## src/rtl/frps_regs.svh

```systemverilog
// Register offsets, field positions, key values, operation codes and timing counts of the flash sequencer
`ifndef FRPS_REGS_SVH
`define FRPS_REGS_SVH
`define FRPS_OFF_CONTROL 4'h0
`define FRPS_OFF_KEY 4'h1
`define FRPS_OFF_TBL_PAGE 4'h2
`define FRPS_OFF_TBL_ADDR 4'h3
`define FRPS_OFF_TBL_LOW 4'h4
`define FRPS_OFF_TBL_HIGH 4'h5
`define FRPS_OFF_STATUS 4'h6
`define FRPS_BIT_GO 15
`define FRPS_BIT_WRITE_ENABLE_BIT 14
`define FRPS_BIT_ERR 13
`define FRPS_BIT_ERASE 6
`define FRPS_KEY_FIRST 8'h55
`define FRPS_KEY_SECOND 8'haa
`define FRPS_OP_PAGE_ERASE 4'h2
`define FRPS_OP_ROW_PROG 4'h1
`define FRPS_OP_WORD_PROG 4'h3
`define FRPS_OP_CFG_BYTE 4'h0
`define FRPS_OP_BULK_ERASE 4'hf
`define FRPS_OP_GEN_ERASE 4'hd
`define FRPS_OP_SEC_ERASE 4'hc
`define FRPS_PROG_TIME_NS 4000000
`define FRPS_CLK_NS 50
`define FRPS_PROG_CYCLES (`FRPS_PROG_TIME_NS / `FRPS_CLK_NS)
`endif

```

## src/rtl/frps_pkg.sv

```systemverilog
// Types shared by the flash sequencer
package frps_pkg;
  typedef enum logic [1:0] {ST_IDLE, ST_BUSY} frps_state_e;
  typedef enum logic [1:0] {KEY_NONE, KEY_FIRST, KEY_OPEN} frps_key_e;
  typedef struct packed {
    logic go;
    logic write_enable_bit;
    logic err;
    logic erase;
    logic [3:0] op;
  } frps_ctrl_s;
  typedef struct packed {
    logic start;
    logic erase;
    logic [3:0] op;
    logic [23:0] addr;
  } frps_cmd_s;
endpackage

```

## src/rtl/frps_latch.sv

```systemverilog
// Row holding buffer of 24-bit instruction latches
`timescale 1ns/1ps
`default_nettype none
module frps_latch #(
  parameter int DEPTH = 64
) (
  input wire logic clk, // System clock
  input wire logic srst, // Synchronous reset
  input wire logic wr_low, // Low word write strobe
  input wire logic wr_high, // High byte write strobe
  input wire logic [$clog2(DEPTH)-1:0] idx, // Entry index
  input wire logic [15:0] wdata, // Write data
  input wire logic [$clog2(DEPTH)-1:0] rd_idx, // Read index
  output logic [23:0] rdata // Entry read back
);
  logic [23:0] mem_q [DEPTH];
  genvar g;
  generate
    for (g = 0; g < DEPTH; g++)
    begin : g_ent
      always_ff @(posedge clk)
      begin
        if (srst)
          mem_q[g] <= 24'hffffff;
        else if (wr_low && idx == g)
          mem_q[g][15:0] <= wdata;
        else if (wr_high && idx == g)
          mem_q[g][23:16] <= wdata[7:0];
      end
    end
  endgenerate
  always_ff @(posedge clk)
  begin
    rdata <= mem_q[rd_idx];
  end
endmodule
`default_nettype wire

```

## src/rtl/frps_top.sv

```systemverilog
// Self-programming sequencer for on-chip program flash with Avalon-MM registers
//
// Added by the designer: the Avalon-MM interface to the registers and the register offsets.
`timescale 1ns/1ps
`default_nettype none
`include "frps_regs.svh"
module frps_top #(
  parameter int PROG_CYCLES = `FRPS_PROG_CYCLES,
  parameter int ROW_WORDS = 64
) (
  input wire logic clk, // System clock, 20 MHz
  input wire logic srst, // System reset, does not touch control bits
  input wire logic por, // Power-on reset, synchronous, active high
  input wire logic [3:0] avs_address, // Word address
  input wire logic avs_read, // Read request
  input wire logic avs_write, // Write request
  input wire logic [31:0] avs_writedata, // Write data
  output logic [31:0] avs_readdata, // Read data
  output logic avs_waitrequest, // Stall request
  output logic cpu_stall, // CPU held while flash cycle runs
  output frps_pkg::frps_cmd_s flash_cmd, // Operation handed to the array
  output logic [23:0] flash_wdata // Latch word being written
);
  localparam int IW = $clog2(ROW_WORDS);
  localparam int CW = $clog2(PROG_CYCLES + 1);

  typedef struct packed {
    frps_pkg::frps_ctrl_s ctrl;
    frps_pkg::frps_key_e key;
    frps_pkg::frps_state_e st;
    logic [CW-1:0] cnt;
    logic [7:0] page;
    logic [15:0] addr;
    logic [31:0] rdata;
    logic rack;
    frps_pkg::frps_cmd_s cmd;
  } frps_state_s;

  frps_state_s s_q, s_d;
  logic [23:0] latch_rd;

  // Codes that start a cycle for each erase setting
  function automatic logic op_valid(input logic erase, input logic [3:0] op);
    if (erase)
      return op == `FRPS_OP_PAGE_ERASE || op == `FRPS_OP_BULK_ERASE ||
             op == `FRPS_OP_GEN_ERASE || op == `FRPS_OP_SEC_ERASE ||
             op == `FRPS_OP_CFG_BYTE;
    else
      return op == `FRPS_OP_ROW_PROG || op == `FRPS_OP_WORD_PROG ||
             op == `FRPS_OP_CFG_BYTE;
  endfunction

  logic wr_ctl;
  logic wr_key;
  logic wr_low;
  logic wr_high;
  logic wr_page;
  logic wr_addr;
  assign wr_ctl = avs_write && avs_address == `FRPS_OFF_CONTROL;
  assign wr_key = avs_write && avs_address == `FRPS_OFF_KEY;
  assign wr_low = avs_write && avs_address == `FRPS_OFF_TBL_LOW;
  assign wr_high = avs_write && avs_address == `FRPS_OFF_TBL_HIGH;
  assign wr_page = avs_write && avs_address == `FRPS_OFF_TBL_PAGE;
  assign wr_addr = avs_write && avs_address == `FRPS_OFF_TBL_ADDR;

  // Read index follows the next pointer, so status shows a new entry at once
  frps_latch #(
    .DEPTH(ROW_WORDS)
  ) u_latch (
    .clk(clk),
    .srst(srst),
    .wr_low(wr_low),
    .wr_high(wr_high),
    .idx(s_q.addr[IW:1]),
    .wdata(avs_writedata[15:0]),
    .rd_idx(s_d.addr[IW:1]),
    .rdata(latch_rd)
  );

  always_comb
  begin
    logic [15:0] ctl_rd;
    ctl_rd = '0;
    s_d = s_q;
    s_d.rack = 1'b0;
    s_d.cmd.start = 1'b0;
    ctl_rd[`FRPS_BIT_GO] = s_q.ctrl.go;
    ctl_rd[`FRPS_BIT_WRITE_ENABLE_BIT] = s_q.ctrl.write_enable_bit;
    ctl_rd[`FRPS_BIT_ERR] = s_q.ctrl.err;
    ctl_rd[`FRPS_BIT_ERASE] = s_q.ctrl.erase;
    ctl_rd[3:0] = s_q.ctrl.op;
    // Read data registered, answered one cycle after request
    if (avs_read && !s_q.rack)
    begin
      s_d.rack = 1'b1;
      case (avs_address)
        `FRPS_OFF_CONTROL: s_d.rdata = {16'h0000, ctl_rd};
        `FRPS_OFF_TBL_PAGE: s_d.rdata = {24'h000000, s_q.page};
        `FRPS_OFF_TBL_ADDR: s_d.rdata = {16'h0000, s_q.addr};
        `FRPS_OFF_STATUS: s_d.rdata = {8'h00, latch_rd};
        default: s_d.rdata = 32'h00000000;
      endcase
    end
    // Unlock is spent by any write other than a key write
    if (avs_write && !wr_key)
      s_d.key = frps_pkg::KEY_NONE;
    if (wr_key)
    begin
      if (avs_writedata[7:0] == `FRPS_KEY_FIRST)
        s_d.key = frps_pkg::KEY_FIRST;
      else if (avs_writedata[7:0] == `FRPS_KEY_SECOND && s_q.key == frps_pkg::KEY_FIRST)
        s_d.key = frps_pkg::KEY_OPEN;
      else
        s_d.key = frps_pkg::KEY_NONE;
    end
    if (wr_page)
      s_d.page = avs_writedata[7:0];
    if (wr_addr)
      s_d.addr = avs_writedata[15:0];
    if (wr_high)
      s_d.addr = s_q.addr + 16'h0002;
    // Error set by a refused go wins over a clear in the same write
    if (wr_ctl)
    begin
      s_d.ctrl.write_enable_bit = avs_writedata[`FRPS_BIT_WRITE_ENABLE_BIT];
      if (!s_q.ctrl.go)
      begin
        s_d.ctrl.erase = avs_writedata[`FRPS_BIT_ERASE];
        s_d.ctrl.op = avs_writedata[3:0];
      end
      if (!avs_writedata[`FRPS_BIT_ERR])
        s_d.ctrl.err = 1'b0;
      if (avs_writedata[`FRPS_BIT_GO] && !s_q.ctrl.go)
      begin
        if (s_q.key == frps_pkg::KEY_OPEN && avs_writedata[`FRPS_BIT_WRITE_ENABLE_BIT] &&
            op_valid(s_q.ctrl.erase, s_q.ctrl.op))
        begin
          s_d.ctrl.go = 1'b1;
          s_d.cmd.start = 1'b1;
          s_d.cmd.erase = s_q.ctrl.erase;
          s_d.cmd.op = s_q.ctrl.op;
          s_d.cmd.addr = {s_q.page, s_q.addr};
        end
        else
          s_d.ctrl.err = 1'b1;
      end
    end
    // Self-timed cycle; go drops and error clears at the end
    case (s_q.st)
      frps_pkg::ST_IDLE:
      begin
        if (s_d.ctrl.go)
        begin
          s_d.st = frps_pkg::ST_BUSY;
          s_d.cnt = CW'(PROG_CYCLES - 1);
        end
      end
      frps_pkg::ST_BUSY:
      begin
        if (s_q.cnt == '0)
        begin
          s_d.st = frps_pkg::ST_IDLE;
          s_d.ctrl.go = 1'b0;
          s_d.ctrl.err = 1'b0;
        end
        else
          s_d.cnt = s_q.cnt - CW'(1);
      end
      default: s_d.st = frps_pkg::ST_IDLE;
    endcase
  end

  always_ff @(posedge clk)
  begin
    if (por)
      s_q <= '0;
    else if (srst)
    begin
      // System reset spares control bits and a running cycle
      s_q.key <= frps_pkg::KEY_NONE;
      s_q.rack <= 1'b0;
      s_q.cmd.start <= 1'b0;
      s_q.st <= s_d.st;
      s_q.cnt <= s_d.cnt;
      s_q.ctrl <= s_d.ctrl;
      s_q.page <= '0;
      s_q.addr <= '0;
      s_q.rdata <= '0;
      s_q.cmd.erase <= s_q.cmd.erase;
      s_q.cmd.op <= s_q.cmd.op;
      s_q.cmd.addr <= s_q.cmd.addr;
    end
    else
      s_q <= s_d;
  end

  assign avs_readdata = s_q.rdata;
  assign avs_waitrequest = avs_read && !s_q.rack;
  assign cpu_stall = s_q.ctrl.go;
  assign flash_cmd = s_q.cmd;
  assign flash_wdata = latch_rd;
endmodule
`default_nettype wire

```

## config.mk

```make
export PLATFORM = sky130hd
export DESIGN_NAME = frps_top
export DESIGN_NICKNAME = d
export VERILOG_FILES = /design/src/rtl/frps_pkg.sv /design/src/rtl/frps_latch.sv /design/src/rtl/frps_top.sv
export VERILOG_INCLUDE_DIRS = /design/src /design/src/rtl
export SDC_FILE = /design/constraint.sdc
export NUM_CORES = 2
export LEC_CHECK = 0
export BUFFER_PORTS_ARGS = -buffer_cell sky130_fd_sc_hd__buf_2
export CAP_MARGIN = 20
export CELL_PAD_IN_SITES_DETAIL_PLACEMENT = 1
export CELL_PAD_IN_SITES_GLOBAL_PLACEMENT = 2
export CORE_MARGIN = 10
export CORE_UTILIZATION = 45
export CTS_BUF_LIST = sky130_fd_sc_hd__clkbuf_4 sky130_fd_sc_hd__clkbuf_8
export CTS_CLUSTER_SIZE = 30
export DETAILED_ROUTE_END_ITERATION = 8
export GPL_ROUTABILITY_DRIVEN = 0
export GPL_TIMING_DRIVEN = 0
export PLACE_DENSITY_LB_ADDON = 0.1
export SLEW_MARGIN = 20
export SYNTH_ARGS = -nofsm -noshare
export SYNTH_HDL_FRONTEND = slang
export SYNTH_SLANG_ARGS = --single-unit
export TNS_END_PERCENT = 30
```

## constraint.sdc

```tcl
create_clock -name clk -period 4.1 [get_ports clk]
set_input_delay 0.82 -clock clk [delete_from_list [all_inputs] [get_ports clk]]
set_output_delay 0.82 -clock clk [all_outputs]
set_load 0.05 [all_outputs]
```

Word level (Yosys, flattened, before mapping). Memory sizes are Yosys's and may differ from the RTL's. A register that Yosys moved wholly into a read port is not among the register bits. Cells that the tools add are included.

Reduce and logical (&&, ||, !) cells: 159. Bitwise logic cells: 131. Equality and inequality tests: 80. Mux-type cells: 606. $add $sub $neg: 2.

Operator list (count): $mux 16 (66); $mux 8 (65); $mux 1 (463); $eq 6x6->1 const B (32); $logic_and 1x1->1 (140); $or 1x1->1 (128); $eq 6x5->1 const B (16); $pmux 24 s4 (1); $eq 6x4->1 const B (8); $pmux 17 s2 (1); $mux 30 (1); $eq 6x3->1 const B (4); $mux 19 (1); $logic_not 17->1 (1); $mux 17 (1); $sub 17x1->17 const B (1); $add 16x2->16 const B (1); $eq 4x2->1 const B (4); $eq 4x3->1 const B (3); $eq 4x4->1 const B (3); $eq 6x2->1 const B (2); $mux 2 (5); $eq 4x1->1 const B (2); $eq 8x7->1 const B (1); other kinds (16) (28).

Register bits: 108. RAM bits: 1536. Memories kept: 1. Output and inout bits: 88.

Memory list: u_latch.mem_q (words 64, width 24, read ports 1, clocked after memory_dff 1, write ports 64, RTL line frps_latch.sv:16) `logic [23:0] mem_q [DEPTH];`.

Logic depth before layout (Yosys ltp).
Depth in word-level cells: 14. Gate-level depth with buffers: 14. Depth with buffers taken out: 9.

By module. From an unflattened synthesis, not the netlist that was laid out.

Cell total of the unflattened synthesis: 5344. Area total of the unflattened synthesis: 76727.3 um2.

Modules (own cells, without submodules): frps_latch (area an instance 71533.6 um2, times used 1, cells each 4689, sequential area each 46604.7 um2); frps_top (area an instance 5193.7 um2, times used 1, cells each 655, sequential area each 2142.1 um2).

Least setup slack after synthesis. Ideal clock, no wire load.

Path kind: input -> register. From: input avs_address[3]. To: memory u_latch.mem_q[10][0], enable pin. Stages: 7. Slack: 0.988 ns. Required time: 3.733 ns. Arrival: 2.745 ns. Cell sequence: buf_4 > nand2b_1 > or3_1 > clkbuf_1 > nor3_1 > clkbuf_1 > a21o_1.

RTL lines: start: declaration (RTL line frps_top.sv:14) `input wire logic [3:0] avs_address,`; end: declaration (RTL line frps_latch.sv:16).

Final worst setup path.
From: input avs_address[2]. To: register u_latch.rdata[14], read port of u_latch.mem_q.

Word-level cells in the longest chain between the ends: 4.

Ends and longest elaborated chain: $eq 4x2->1; $logic_and 1x1->1 (no line); $mux 16 (RTL line frps_top.sv:118) `if (wr_addr)`; $mux 16 * (RTL line frps_top.sv:120) `if (wr_high)`; end: declaration (RTL line frps_latch.sv:14) `output logic [23:0] rdata`.

Every way passes the cells marked *; elsewhere a longest branch is shown, timed or not. The select of a mux whose other input is x is not followed. A chain may end at the register's enable or synchronous reset.

==> out/results.txt <==
outcome: complete, but fails checks
violated checks: negative setup slack
gr usage total: 36.1%
initial drt markers: 8,379
DR DRC count: 0
Fin Setup TNS: -7140 ps
NetSw: 9.26 mW
final-report hold violation count: 0
Die Area: 192,000 um2
largest net degree at the start of global routing: 20
Async SR Flop Fraction: 0%
wirelength, routed: 357 mm
Remaining Overflow, GRT: 0
Via Count: 62,621
Worst-Skew Late Latency: 1100 ps
Die Span Y: 438 um
initial core utilization: 45.2%
Synth-to-Final Area Change: 14.0%
Worst Tran Pin Value: 1380 ps
crit path DAT: 5280 ps
Final WS setup: -278 ps
# rows: 153
Clock Power Share: 43.5%
Mapped Cells: 6,909
Pwr per Cell Area: 408 nW/um2
synthesized area per cell: 11.4 um2
Buffers on Ports: 97
type of the worst setup path: input port to register
Synth cell types: 75
Netlist Area Pre-Place: 78,500 um2
Post-synth EDFFs: 1,536
Max Root-Sink Buffers: 4
switching part of the total power: 25.3%
logic gate share of total power: 5.7%
ys flop type: edfxtp_1
sequential power share: 50.8%
Sink Count: 1,667
Clk pin slew, worst setup/hold paths: 60 ps
CTS Hold Buffers Added: 0
Hold Crit Class: input port to register
sequential element share of the synthesized area: 62.1%
antenna violations before repair: 54
Max Cap Viol: 0
Max Fclk: 0.228 GHz
unrepaired setup endpoints after global routing: yes
Core ar.: 174,000 um2
Synth Register Bits: 1,667
first-pass GRT wire length: 485 mm
CTS Buf Count: 311
period utilisation layout: 107%
relative slew slack: 8.02%
maximum VDD drop: 0.373 mV
chip width: 438 um
fin crit period: 4380 ps
Slew Limit Fails: 0
skew final: 67.5 ps
DR WL/cell: 35.9 um
Startpoint Class: input port
hpwl dp: 262 mm
drt first pass iters: 6
clock root cell: clkbuf_8
maximum fanout along the worst path: 10
IO Count: 129
Routed Antenna Nets: 0
Yosys warning count: 0
Int Pwr: 27.3 mW
leakage: 26.2 nW
final setup fails: 55
vias per inst: 6.30
Finished Layout Cells: 9,939
CP required: 5010 ps
placed insts: 9,364
vias in the first global route: 61,516
fillers: 18,365
share of cells above drive strength 1: 28.1%
TritonCTS clock tree: yes
Nets: 7,395
Crit. End Element: register
H-tree levels: 5
==> area by class of cell <==
type	instances	area [um2]	area share (%)
Clock inverter	108	597	0.667
Inverter	14	52.6	0.0587
Antenna cell	51	128	0.143
Tap cell	2325	2910	3.25
Buffer	769	3640	4.06
Multi-Input combinational cell	4462	27300	30.5
Sequential cell	1667	48700	54.5
Clock buffer	419	5160	5.76
Timing Repair Buffer	124	982	1.10
==> Yosys cell counts (92+ instances only) <==
cell	instances	area, um2
mux2i_1	194	1940
buf_2	143	716
nand3_1	164	821
a21oi_1	389	1950
a32oi_1	167	1460
dfxtp_1	131	2620
or2_2	1061	6640
nor2_1	100	375
o21ai_0	92	460
edfxtp_1	1536	46100
or3_1	409	2560
nand2_1	1122	4210
clkbuf_1	519	1950
a22o_1	95	832
==> power groups by stage <==
| stage | combinational (mW) | clock [mW] | sequential [mW] |
|---|---|---|---|
| 2_1_floorplan | 0.888 | 0 | 18.9 |
| 3_3_place_gp | 1.91 | 0 | 18.9 |
| 3_5_place_dp | 1.98 | 0 | 18.9 |
| 4_1_cts | 2.01 | 15.8 | 18.6 |
| 5_1_grt | 2.12 | 16.5 | 18.6 |
| 6_report | 2.09 | 15.9 | 18.6 |
==> cell usage in the layout (no fill, tap or decap), types with 12 or more instances in the layout <==
cell	Yosys	final
nor4b_4	0	21
a211oi_1	26	12
a21oi_1	389	373
o21bai_1	46	44
dfxtp_1	131	130
or3_1	409	409
nand2b_1	29	29
inv_1	12	12
and3_1	71	68
clkbuf_1	519	428
edfxtp_1	1536	1536
or2_2	1061	1061
a21o_1	84	84
a22o_1	95	95
nand2_1	1122	1119
clkbuf_2	0	82
buf_1	19	15
a41o_1	24	24
o22a_1	23	22
o21ai_2	2	21
nand3_1	164	164
a31oi_1	53	39
a22oi_1	81	81
nand4_1	28	28
nor4_4	1	13
diode_2	0	51
mux2i_1	194	194
o21ai_0	92	84
nor2_1	100	94
nor4_2	1	12
clkbuf_8	0	323
clkinv_2	0	29
buf_4	87	102
nor3_1	21	19
buf_2	143	224
clkbuf_4	0	110
clkinv_1	2	70
a32oi_1	167	165
==> stage by stage <==
| stage | util [%] | hold WS, ps | cell area (um2) | power [mW] | setup slack, ps |
|---|---|---|---|---|---|
| finish | 51.6 | 231 | 89500 | 36.6 | -278 |
| global route | 51.5 | 217 | 89400 | 37.2 | -27.0 |
| CTS | 51.3 | 181 | 89100 | 36.4 | 0.304 |
| detailed placement | 47.6 | 448 | 82600 | 20.9 | -2160 |
| global placement | 47.2 | 440 | 81900 | 20.8 | -2280 |
| floorplan | - | 432 | 78500 | 19.8 | 988 |
==> cells by family after synthesis <==
| kind of cell | count (synthesis) | synth area share, % |
|---|---|---|
| buffers and inverters | 787 | 4.46 |
| flip-flops | 1667 | 62.1 |
| AND/OR/NAND/NOR | 3103 | 20.9 |
| other | 1 | 0.00478 |
| XOR/XNOR | 11 | 0.123 |
| adder cells (fa/ha/maj) | 5 | 0.0797 |
| AO/OA/AOI/OAI | 1141 | 9.84 |
| multiplexers | 194 | 2.47 |
==> flip-flops by register name (all words and copies together) (netlist names) <==
name,flops
u_latch.mem_q,1536
s_q,52
flash_cmd,30
avs_readdata,24
u_latch.rdata,24
cpu_stall,1
==> what timing repair did <==
| item | in CTS | in global routing |
|---|---|---|
| pin swaps | 6 | 6 |
| setup endpoints to repair | 215 | 46 |
| setup buffers | 1 | 0 |
| gates resized for setup | 166 | 71 |
==> metal layers <==
metal	part of all wire [%]	vias up	track usage (%)
li1	-	25685	-
met1	37	31839	44.6
met2	43	3987	53.3
met3	12	1096	12.0
met4	8.0	14	25.0
met5	0.025	-	0
==> path summary, 6_finish.rpt <==
| kind | endpoint | cells past startpoint | slack [ps] | start |
|---|---|---|---|---|
| setup / recovery | u_latch.rdata[14] | 12 | -280 | avs_address[2] |
| hold / removal | u_latch.mem_q[60][23] | 2 | 230 | avs_writedata[7] |
| setup reg to reg | u_latch.rdata[15] | 13 | -180 | s_q[64] |
| hold reg to reg | avs_readdata[17] | 2 | 460 | avs_readdata[17] |
==> critical path, stage by stage <==
cell and delay [ps]:
buf_2 180, nor2b_1 540, nand2_1 550, o211a_1 410, buf_4 210, nor2_4 300
buf_2 510, buf_2 400, a32oi_1 250, a31oi_2 450, o21ai_2 330, nor4b_4 260
Note: power is estimated with default switching activity, not from simulation.
